===== config.mk =====
export PLATFORM = sky130hd
export DESIGN_NAME = crossbar_route_enable_regs
export DESIGN_NICKNAME = d
export VERILOG_FILES = /design/src/hdl/crossbar_pkg.sv /design/src/hdl/sfr_route_reg.sv /design/src/hdl/slot_decoder.sv /design/src/hdl/crossbar_route_enable_regs.sv
export VERILOG_INCLUDE_DIRS = /design/src /design/src/hdl
export SDC_FILE = /design/constraint.sdc
export NUM_CORES = 1
export LEC_CHECK = 0
export ABC_AREA = 1
export BUFFER_PORTS_ARGS = -buffer_cell sky130_fd_sc_hd__buf_2
export CORE_MARGIN = 2
export CORE_UTILIZATION = 45
export DETAILED_ROUTE_END_ITERATION = 12
export PLACE_DENSITY = 0.65
export SYNTH_ARGS = -nofsm -noshare
export SYNTH_HDL_FRONTEND = slang
export SYNTH_SLANG_ARGS = --single-unit

===== constraint.sdc =====
create_clock -name I_REF_CLK -period 28.2 [get_ports I_REF_CLK]
set_input_delay 5.64 -clock I_REF_CLK [delete_from_list [all_inputs] [get_ports I_REF_CLK]]
set_output_delay 5.64 -clock I_REF_CLK [all_outputs]
set_load 0.005 [all_outputs]

===== src/hdl/crossbar_map.svh =====
/*
 Constants of the crossbar route-enable registers: addresses, field
 positions, reset values and the signal numbering seen by the decoder.
 Assumes an 8-bit special-function address space and 8-bit data.
*/
`ifndef CROSSBAR_MAP_SVH
`define CROSSBAR_MAP_SVH

`define XBR_ADDR_A 8'hE1
`define XBR_ADDR_B 8'hE2
`define XBR_RST 8'h00

`define A_CMP0_BIT 7
`define A_ECLK_BIT 6
`define A_CC_HI 5
`define A_CC_LO 3
`define A_UART_BIT 2
`define A_SPI_BIT 1
`define A_SMB_BIT 0
`define CC_MAX 3'h5
`define CC_LINES 5

`define B_SYSCK_BIT 7
`define B_TMR2_CAPTURE_IN_BIT 6
`define B_T2_BIT 5
`define B_EXT_IRQ_ONE_IN_BIT 4
`define B_T1_BIT 3
`define B_EXT_IRQ_ZERO_IN_BIT 2
`define B_T0_BIT 1
`define B_CMP1_BIT 0

`define NSIG 23
`define NPIN 24
`define SEL_W 5
`define SIG_SMB 0
`define SIG_SPI 2
`define SIG_UART 6
`define SIG_CC 8
`define SIG_ECI 13
`define SIG_CP0 14
`define SIG_CP1 15
`define SIG_T0 16
`define SIG_EXT_IRQ_ZERO_IN 17
`define SIG_T1 18
`define SIG_EXT_IRQ_ONE_IN 19
`define SIG_T2 20
`define SIG_TMR2_CAPTURE_IN 21
`define SIG_SYSCK 22

`endif


===== src/hdl/crossbar_pkg.sv =====
/*
 Types shared by the crossbar route-enable block and its decoder.
 Assumes crossbar_map.svh is on the include path.
*/
`include "crossbar_map.svh"
package crossbar_pkg;
	typedef struct packed {
		logic wr;
		logic rd;
		logic [7:0] addr;
		logic [7:0] wdata;
	} sfr_req_t;
	typedef struct packed {
		logic valid;
		logic [7:0] rdata;
	} sfr_rsp_t;
	typedef struct packed {
		logic cmp0;
		logic eclk;
		logic [2:0] cc_cnt;
		logic uart;
		logic spi;
		logic smb;
		logic sysck;
		logic tmr2_capture_in;
		logic t2;
		logic ext_irq_one_in;
		logic t1;
		logic ext_irq_zero_in;
		logic t0;
		logic cmp1;
	} route_t;
	typedef logic [`NSIG-1:0] sig_vec_t;
	typedef logic [`NPIN-1:0][`SEL_W-1:0] pin_sel_t;

	// Pin slot of a signal: number of enabled signals ahead of it
	function automatic logic [`SEL_W-1:0] ones_below(sig_vec_t v, int idx);
		logic [`SEL_W-1:0] n;
		n = '0;
		for (int k = 0; k < `NSIG; k++) begin
			if (k < idx && v[k]) begin
				n = n + 5'h01;
			end
		end
		return n;
	endfunction
endpackage


===== src/hdl/sfr_route_reg.sv =====
/*
 One 8-bit read/write special-function register at a fixed address.
 Assumes write strobes are single-cycle and synchronous to the clock.
*/
`timescale 1ns/1ps
`include "crossbar_map.svh"
module sfr_route_reg import crossbar_pkg::*; #(
	parameter logic [7:0] ADDR = 8'h00
) (
	input wire logic i_clk,
	input wire logic i_rst_b,
	input wire sfr_req_t i_req,
	output logic [7:0] o_q,
	output logic o_hit
);
	logic [7:0] q_q;
	logic [7:0] q_d;
	wire logic wr_hit = i_req.wr && (i_req.addr == ADDR);

	assign o_hit = i_req.addr == ADDR;
	assign q_d = wr_hit ? i_req.wdata : q_q;
	assign o_q = q_q;

	always_ff @(posedge i_clk or negedge i_rst_b) begin
		if (!i_rst_b) begin
			q_q <= `XBR_RST;
		end else begin
			q_q <= q_d;
		end
	end
endmodule


===== src/hdl/slot_decoder.sv =====
/*
 Priority slot filler: enabled signals take pins in signal order, lowest pin first.
 Assumes enables are already gated by the global crossbar enable.
*/
`timescale 1ns/1ps
`include "crossbar_map.svh"
module slot_decoder import crossbar_pkg::*; (
	input wire sig_vec_t i_en,
	output pin_sel_t o_sel,
	output logic [`NPIN-1:0] o_func
);
	always_comb begin
		o_sel = '0;
		o_func = '0;
		for (int s = 0; s < `NSIG; s++) begin
			if (i_en[s]) begin
				o_sel[ones_below(i_en, s)] = `SEL_W'(s + 1);
			end
		end
		for (int p = 0; p < `NPIN; p++) begin
			o_func[p] = o_sel[p] != '0;
		end
	end
endmodule


===== src/hdl/crossbar_route_enable_regs.sv =====
/*
 Crossbar route-enable registers with their priority pin decoder.
 Assumes the special-function bus is synchronous, and that the global
 crossbar enable comes from a register held elsewhere.
*/
// What this block does
// - Software picks, through the crossbar registers, which peripheral signals reach pins by fixed priority.
// - Bit 7 of route register A routes the comparator-0 output to a pin when set.
// - Bit 6 of route register A routes the counter-array external clock input when set.
// - Bits 5..3 of route register A route capture/compare lines 0..N-1, zero for none, 6 and 7 reserved.
// - Bit 2 of route register A routes UART receive and transmit together.
// - Bit 1 of route register A routes the four SPI signals together.
// - Bit 0 of route register A places SMBus data and clock on port 0 pins 0 and 1.
// - Bit 7 of route register B routes the system clock out to a pin.
// - Bit 6 of route register B routes the timer-2 capture/reload input.
// - Bits 5..1 of route register B route timer-2, irq-1, timer-1, irq-0 and timer-0 inputs.
// - Bit 0 of route register B routes the comparator-1 output.
// - Route register A resets to zero and is read/write at address E1.
// - Route register B resets to zero and is read/write at address E2.
// - Without the global crossbar enable every pin stays a plain port input.
// - Pins fill from the lowest bit of port 0 upward, enabled signals in priority order.
`timescale 1ns/1ps
`include "crossbar_map.svh"
module crossbar_route_enable_regs import crossbar_pkg::*; (
	input wire logic I_REF_CLK,
	input wire logic I_RST_B,
	input wire sfr_req_t I_SFR_REQ,
	input wire logic I_XBAR_EN,
	output sfr_rsp_t O_SFR_RSP,
	output route_t O_ROUTE,
	output sig_vec_t O_SIG_ROUTE_EN,
	output pin_sel_t O_PIN_SEL,
	output logic [`NPIN-1:0] O_PIN_FUNC
);
	logic [7:0] route_a_q;
	logic [7:0] route_b_q;
	logic hit_a;
	logic hit_b;
	sfr_rsp_t rsp_q;
	sfr_rsp_t rsp_d;
	pin_sel_t pin_sel_q;
	pin_sel_t pin_sel_d;
	logic [`NPIN-1:0] pin_func_q;
	logic [`NPIN-1:0] pin_func_d;
	sig_vec_t sig_en;
	sig_vec_t gated_en;
	logic [`CC_LINES-1:0] cc_mask;
	logic [2:0] cc_code;

	// Reserved codes route nothing rather than guess a line count
	function automatic logic [`CC_LINES-1:0] cc_lines(logic [2:0] code);
		logic [`CC_LINES-1:0] m;
		m = '0;
		for (int k = 0; k < `CC_LINES; k++) begin
			if (code <= `CC_MAX && k < int'(code)) begin
				m[k] = 1'b1;
			end
		end
		return m;
	endfunction

	sfr_route_reg #(
		.ADDR(`XBR_ADDR_A)
	) u_route_a (
		.i_clk(I_REF_CLK),
		.i_rst_b(I_RST_B),
		.i_req(I_SFR_REQ),
		.o_q(route_a_q),
		.o_hit(hit_a)
	);

	sfr_route_reg #(
		.ADDR(`XBR_ADDR_B)
	) u_route_b (
		.i_clk(I_REF_CLK),
		.i_rst_b(I_RST_B),
		.i_req(I_SFR_REQ),
		.o_q(route_b_q),
		.o_hit(hit_b)
	);

	// Field view of both registers
	assign O_ROUTE.cmp0 = route_a_q[`A_CMP0_BIT];
	assign O_ROUTE.eclk = route_a_q[`A_ECLK_BIT];
	assign O_ROUTE.cc_cnt = route_a_q[`A_CC_HI:`A_CC_LO];
	assign O_ROUTE.uart = route_a_q[`A_UART_BIT];
	assign O_ROUTE.spi = route_a_q[`A_SPI_BIT];
	assign O_ROUTE.smb = route_a_q[`A_SMB_BIT];
	assign O_ROUTE.sysck = route_b_q[`B_SYSCK_BIT];
	assign O_ROUTE.tmr2_capture_in = route_b_q[`B_TMR2_CAPTURE_IN_BIT];
	assign O_ROUTE.t2 = route_b_q[`B_T2_BIT];
	assign O_ROUTE.ext_irq_one_in = route_b_q[`B_EXT_IRQ_ONE_IN_BIT];
	assign O_ROUTE.t1 = route_b_q[`B_T1_BIT];
	assign O_ROUTE.ext_irq_zero_in = route_b_q[`B_EXT_IRQ_ZERO_IN_BIT];
	assign O_ROUTE.t0 = route_b_q[`B_T0_BIT];
	assign O_ROUTE.cmp1 = route_b_q[`B_CMP1_BIT];

	assign cc_code = route_a_q[`A_CC_HI:`A_CC_LO];
	assign cc_mask = cc_lines(cc_code);

	// Per-signal enables in priority order; buses expand to all their pins
	assign sig_en[`SIG_SMB+1:`SIG_SMB] = {2{route_a_q[`A_SMB_BIT]}};
	assign sig_en[`SIG_SPI+3:`SIG_SPI] = {4{route_a_q[`A_SPI_BIT]}};
	assign sig_en[`SIG_UART+1:`SIG_UART] = {2{route_a_q[`A_UART_BIT]}};
	assign sig_en[`SIG_CC+`CC_LINES-1:`SIG_CC] = cc_mask;
	assign sig_en[`SIG_ECI] = route_a_q[`A_ECLK_BIT];
	assign sig_en[`SIG_CP0] = route_a_q[`A_CMP0_BIT];
	assign sig_en[`SIG_CP1] = route_b_q[`B_CMP1_BIT];
	assign sig_en[`SIG_T0] = route_b_q[`B_T0_BIT];
	assign sig_en[`SIG_EXT_IRQ_ZERO_IN] = route_b_q[`B_EXT_IRQ_ZERO_IN_BIT];
	assign sig_en[`SIG_T1] = route_b_q[`B_T1_BIT];
	assign sig_en[`SIG_EXT_IRQ_ONE_IN] = route_b_q[`B_EXT_IRQ_ONE_IN_BIT];
	assign sig_en[`SIG_T2] = route_b_q[`B_T2_BIT];
	assign sig_en[`SIG_TMR2_CAPTURE_IN] = route_b_q[`B_TMR2_CAPTURE_IN_BIT];
	assign sig_en[`SIG_SYSCK] = route_b_q[`B_SYSCK_BIT];
	assign O_SIG_ROUTE_EN = sig_en;

	// Global enable gates the decoder, not the stored settings
	assign gated_en = I_XBAR_EN ? sig_en : '0;

	slot_decoder u_slots (
		.i_en(gated_en),
		.o_sel(pin_sel_d),
		.o_func(pin_func_d)
	);

	// Read path; other addresses belong to other registers and get no answer
	assign rsp_d.valid = I_SFR_REQ.rd && (hit_a || hit_b);
	assign rsp_d.rdata = !I_SFR_REQ.rd ? 8'h00 : hit_a ? route_a_q : hit_b ? route_b_q : 8'h00;

	always_ff @(posedge I_REF_CLK or negedge I_RST_B) begin
		if (!I_RST_B) begin
			rsp_q <= '0;
			pin_sel_q <= '0;
			pin_func_q <= '0;
		end else begin
			rsp_q <= rsp_d;
			pin_sel_q <= pin_sel_d;
			pin_func_q <= pin_func_d;
		end
	end

	assign O_SFR_RSP = rsp_q;
	assign O_PIN_SEL = pin_sel_q;
	assign O_PIN_FUNC = pin_func_q;

	wire logic wr_a = I_SFR_REQ.wr && I_SFR_REQ.addr == `XBR_ADDR_A;
	wire logic wr_b = I_SFR_REQ.wr && I_SFR_REQ.addr == `XBR_ADDR_B;
endmodule


# Word level (Yosys, flattened, before mapping)
# Cells that the tools add are included.
# totals
output_inout_bits	192
register_bits	169
# classes
addsub	231
bitwise	66
eq_ne	2
n_lt_le_gt_ge	50
n_reduce_logical	55
n_mux	560
# ops
op	count
2-to-1 mux 120 bit	22
2-to-1 mux 5 bit	506
adder 5 x 1 -> 5 bit (second input constant)	231
AND 72 bit	9
NOT 72 bit	9
demux 5 bit (select 5 bit)	22
bitwise OR 72 bit	7
bitwise OR 48 bit	9
NOT 96 bit	4
AND 48 bit	7
NOT 48 bit	7
AND 96 bit	3
bitwise OR 96 bit	2
less-than comparator 5 x 6 -> 1 bit (second input constant)	22
nonzero test 5 bit	24
greater-or-equal comparator 5 x 1 -> 1 bit (second input constant)	22
AND 1 x 96 -> 96 bit	1
bitwise OR 24 bit	3
AND 24 bit	2
NOT 24 bit	2
logical AND 1 bit	30
2-to-1 mux 8 bit	3
bitwise OR 1 x 24 -> 24 bit (first input constant)	1
2-to-1 mux 23 bit	1
other kinds (7)	15

# Logic depth before layout (Yosys ltp)
# depth
depth_word	77
depth_mapped	66
mapped_depth_nobuf	64

# Modules after synthesis
# Synthesis repeated with hierarchy kept, for this count alone.
# hier_totals
hier_cells	2835
hier_area_um2	17430.5
# modules_own_cells
module	seq_area_each_um2	n_inst	cells_each	area_each_um2
slot_decoder	0.0	1	2490	12223.0
crossbar_route_enable_regs	3828.7	1	255	4369.2
sfr_route_reg	200.2	2	45	419.2

# Worst setup path before layout
# OpenSTA, ideal clock, no wires.
# synth_path
path_kind	in2reg
start	in I_XBAR_EN
end	reg pin_func_q[5] (netlist: O_PIN_FUNC[5])
arrival_time_ps	15822
stages	59
required_ps	28081
path_slack_ps	12258
path_cell_list	buf_4 -> clkbuf_1 -> nand2_1 -> inv_1 -> ha_1 -> inv_1 -> ha_1 -> nand4_1 -> nand2_1 -> ha_1 -> inv_1 -> nand2_1 -> nand2_1 -> inv_1 -> ha_1 -> nand2_1 -> nand2_1 -> ha_1 -> [... 23 more ...] -> or2_2 -> nand2_1 -> inv_1 -> ha_1 -> or2_2 -> nand2_1 -> inv_1 -> ha_1 -> o21ai_1 -> inv_1 -> ha_1 -> o21ai_1 -> inv_1 -> nor2_1 -> nand3_1 -> and2_1 -> nand3b_1 -> nand2_1
# synth_between
elab_chain_len	74
word_cells_on_any_way	916
cone_classes	add/sub (231); order compare (44); mux (552); bitwise (66); reduce/logical (23)
# synth_rtl
item	line	source
start: declaration	crossbar_route_enable_regs.sv:28	input wire logic I_XBAR_EN,
2-to-1 mux 23 bit *	crossbar_route_enable_regs.sv:119	assign gated_en = I_XBAR_EN ? sig_en : '0;
2-to-1 mux 1 bit	crossbar_pkg.sv:41	if (k < idx && v[k]) begin
2-to-1 mux 5 bit	slot_decoder.sv:16	if (i_en[s]) begin
adder 5 x 1 -> 5 bit	crossbar_pkg.sv:42	n = n + 5'h01;
2-to-1 mux 5 bit	crossbar_pkg.sv:41	
2-to-1 mux 5 bit	slot_decoder.sv:16	
adder 5 x 1 -> 5 bit	crossbar_pkg.sv:42	
2-to-1 mux 5 bit	crossbar_pkg.sv:41	
[... 59 more ...]	-	
logical AND 1 bit	slot_decoder.sv:17	o_sel[ones_below(i_en, s)] = `SEL_W'(s + 1);
2-to-1 mux 5 bit	slot_decoder.sv:17	
demux 5 bit (select 5 bit)	-	
NOT 24 bit (no source line)	-	
AND 24 bit (no source line)	-	
2-to-1 mux 120 bit *	slot_decoder.sv:16	
nonzero test 5 bit *	slot_decoder.sv:21	o_func[p] = o_sel[p] != '0;
via pin_func_d[5]	crossbar_route_enable_regs.sv:44	logic [`NPIN-1:0] pin_func_d;
end signal: assignment	crossbar_route_enable_regs.sv:139	pin_func_q <= pin_func_d;
end: declaration	crossbar_route_enable_regs.sv:43	logic [`NPIN-1:0] pin_func_q;
# Mark *: on every way through the listed nets, which the timed path passes. The rest lies on a longest branch. The select of a mux whose other input is x is not followed.
# A chain may end at the register's enable or synchronous reset.

==> results summary <==
Dividing total power by cell area gives a power density of 42.83 nW/um2. The final instance area is 16,570 um2. The final-report setup violation count came out at 0. The final wirelength is 63,230 um.

Compared with the post-synthesis result, the final layout area differs by 14.06%. The last weighted congestion value of the routability-driven placer is 1.171. Following the worst setup path forward leads to its endpoint at O_PIN_FUNC[6]. The final hold violation count is 0. Sorting the synthesized cells by how often they occur yields 824 x nand2_1, 380 x nor2_1, 277 x inv_1.

The per-cell routed wire length is 21.20 um. The analysis attributes to net switching a power of 251.0 uW. The number of diodes is 0. STA classifies the critical path endpoint as a flip-flop. Of all cell types, the one taking the most synthesized area is dfrtp_1.

The startpoint identified for the worst register-to-register timing path is u_route_a.o_q[0]. The net switching fraction of the power is 0.3536. The share of total power in combinational logic is 0.272.

The path class of the lowest-slack min-delay path is flip-flop to flip-flop. The number of max-cap violations is 0. The number of synthesized register bits came out at 169.

Clock tree synthesis selected as its root buffer the cell clkbuf_16. The post-synthesis average cell area is 6.146 um2. Across all layers, the routed design uses 16,820 vias. Of the synthesized area, sequential elements account for 0.2911. The endpoint identified for the worst register-to-register timing path is O_PIN_FUNC[6].

Between clock sinks in the finished design, the worst skew comes to 0.01371 ns. The worst reg2reg path depth is 61. In this run the worst setup path begins at I_XBAR_EN. The count of pins over their slew limit came to 0. The final period demand of the worst path came out at 17.41 ns.

In this run the cell area of the synthesized design comes to 14,530 um2. The clock tree buffer depth is 2. The number of detailed-route iterations in the first pass came out at 6. The slowest cell on the critical path is nor3_2. The number of input and output port buffers inserted came out at 212. The initial antenna violation count came out at 0. STA classifies the critical path startpoint as an input port. The clock edge transition at the registers on the reported setup and hold paths came out at 0.07 ns. The y dimension of the die came out at 183.7 um. In the final layout, the share of cells above drive strength 1 is 0.1534. The CTS sink count is 169.

The die covers 33,740 um2. The critical path data arrival time is 17.81 ns. The net count of the finished layout is 2,655. When the netlist entered floorplanning its net count stood at 2,450. The worst max-slew margin expressed relative to the limit came out at 0.1010. The portion of total power attributed to the clock network is 0.363. The proportion of power drawn by flip-flops and latches is 0.365. Among all flip-flop cells after synthesis, the most frequent one is dfrtp_1. The number of levels the H-tree was split into is 4. The peak ir drop on the vdd network is 0.04550 mV. The placed wire-length estimate is 53,640 um. The number of DRC violations after detailed-routing iteration 0 is 1,935.

The global-route usage over all layers came out at 0.3780. The via count of the first global-routing pass is 15,580. In the final layout, flip-flops and latches occupy 4229 um2. The remaining antenna violation count after routing is 0. The count of yosys warnings during synthesis is 0. The number of enable-type register cells in the synthesized netlist came out at 0. The count of fill cells added during filler insertion came out at 3,336. The number of buffers inserted for hold repair after clock tree synthesis is 0. The total DRC errors in the routed layout came out at 0.

The initialized floorplan defines 65 standard-cell rows. The reg2reg setup slack is 15.79 ns. The via density per instance came out at 5.640. The critical path is of the input port to flip-flop type.

The flow ran to the end, and the final reports show no timing, DRC or antenna violations. The largest driver fanout on the critical path came out at 22. The final sum of negative setup slack came out at 0 ns. The floorplan step defined a core boundary enclosing 31,640 um2. Entering global routing, the biggest net connects 101 pins. In the post-synthesis netlist, the cell with the most instances is nand2_1. The count of buffers added by post-CTS timing repair for setup is 0. The cell internal power dissipation came out at 458.8 uW.

Sorting the synthesized cells by area gives the leading types as dfrtp_1 29%, nand2_1 21%, nor2_1 9.8%. Summed over all cells, the static leakage comes to 0.01002 uW. The utilization after layout is 0.5239. The number of library cell types mapped by synthesis came out at 50. OpenSTA, run right after detailed placement, puts the worst setup slack at 10.60 ns.

Setup repair after global routing left no endpoint under its margin. Among the stages of the critical path, the cell type that occurs most often is nand2_1. The upper clock frequency limit is 0.05744 GHz.

The share of synthesized area in the top cell type comes to 0.2911. The period utilization came out at 0.6174. The insertion delay to the later sink of the worst-skew pair came out at 0.47 ns. The area of placed instances is 15,940 um2. For this run, asynchronously set or reset flops after synthesis account for 1.000. TritonCTS built the clock tree. The maximum cell stage delay along the critical path is 0.77 ns. The slew at the pin with the worst max-slew slack is 1.338 ns. The total global routing overflow is 0. The gate count of the mapped netlist is 2,364. Post-CTS repair changed the size of 0 cells. The effective utilization at floorplan came out at 0.4593. The first global-routing pass estimated 94,070 um of wire. Measured along the x axis, the die boundary spans 183.7 um.

The total CTS buffers is 17. Setup slack closes at 10.79 ns. For this design the top-level I/O count stands at 213. The critical path data required time came out at 28.60 ns.

The multi-input logic area came out at 8931 um2.
metrics by stage:
| step | instances | total power [uW] | hold WS [ns] |
|---|---|---|---|
| after floorplan | 2364 | 381.1 | 0.5585 |
| after global placement | 2952 | 447.8 | 0.5758 |
| after detailed placement | 2952 | 450.0 | 0.5820 |
| after CTS | 2983 | 706.7 | 0.5954 |
| after global routing | 2983 | 741.7 | 0.6263 |
| final | 2983 | 709.8 | 0.5875 |
final cells by class:
class | count | share of cell area
clock buffer | 19 | 0.02673
inverter | 317 | 0.07180
clock inverter | 12 | 0.01132
tap | 402 | 0.03035
multi-input combinational | 1849 | 0.5389
sequential | 169 | 0.2552
timing repair buffer | 215 | 0.06576
power groups by stage:
stage          combinational, uW  sequential, uW  clock (uW)
6_report                     193             259         258
5_1_grt                      212             260         270
4_1_cts                      187             259         261
3_5_place_dp                 186             264           0
3_3_place_gp                 184             264           0
2_1_floorplan                116             265           0
worst min path at each step:
stage	end	slack (ns)	depth (start not counted)	start
finish	O_SFR_RSP[1]	0.59	2	u_route_b.o_q[1]
global route	u_route_b.o_q[1]	0.63	1	u_route_b.o_q[1]
CTS	O_SFR_RSP[1]	0.60	2	u_route_b.o_q[1]
detailed placement	O_SFR_RSP[1]	0.58	2	u_route_b.o_q[1]
global placement	u_route_b.o_q[1]	0.58	1	u_route_b.o_q[1]
floorplan	O_SFR_RSP[3]	0.56	2	u_route_b.o_q[3]
critical path: cells and delay by family:
family / cells / cell delay (ns)
and+or+nand+nor: 33 / 6.27
buffers and inverters: 14 / 1.71
adders and majority gates: 14 / 3.81
AOI/OAI and AO/OA: 1 / 0.34
registers in the layout, indices dropped and copies added, names as in the netlist:
signal and count:
u_route_b.o_q 8, O_PIN_FUNC 24, u_route_a.o_q 8, O_SFR_RSP 9
O_PIN_SEL 120
layout by cell type (no fill, tap or decap), drive strengths merged, types with 7 or more instances in the layout:
cell,n
clkbuf,19
o22ai,7
nand4,40
o211ai,17
inv,319
nor2,393
nor3,32
a21oi,71
nand3,161
mux2,9
a211oi,7
or2,8
dfrtp,169
buf,215
ha,65
o21ai,109
nand3b,8
nand2,874
a31oi,14
per-layer routing:
layer,wire (um),vias up,track usage
met2,26690,936,0.5710
met4,3106,0,0.1738
met3,6391,118,0.06478
li1,-,7884,-
met5,0,-,0
met1,27040,7885,0.5270
logic make-up (layout without fill, tap and decap cells):
kind of cell | Yosys count | after routing | share of synthesized area
muxes | 9 | 9 | 0.006975
adders and majority gates | 65 | 65 | 0.05597
and+or+nand+nor | 1526 | 1526 | 0.4540
DFF | 169 | 169 | 0.2911
AOI/OAI and AO/OA | 249 | 249 | 0.09773
buffers and inverters | 346 | 563 | 0.09429
No activity file was read; power rests on OpenSTA's default activity.
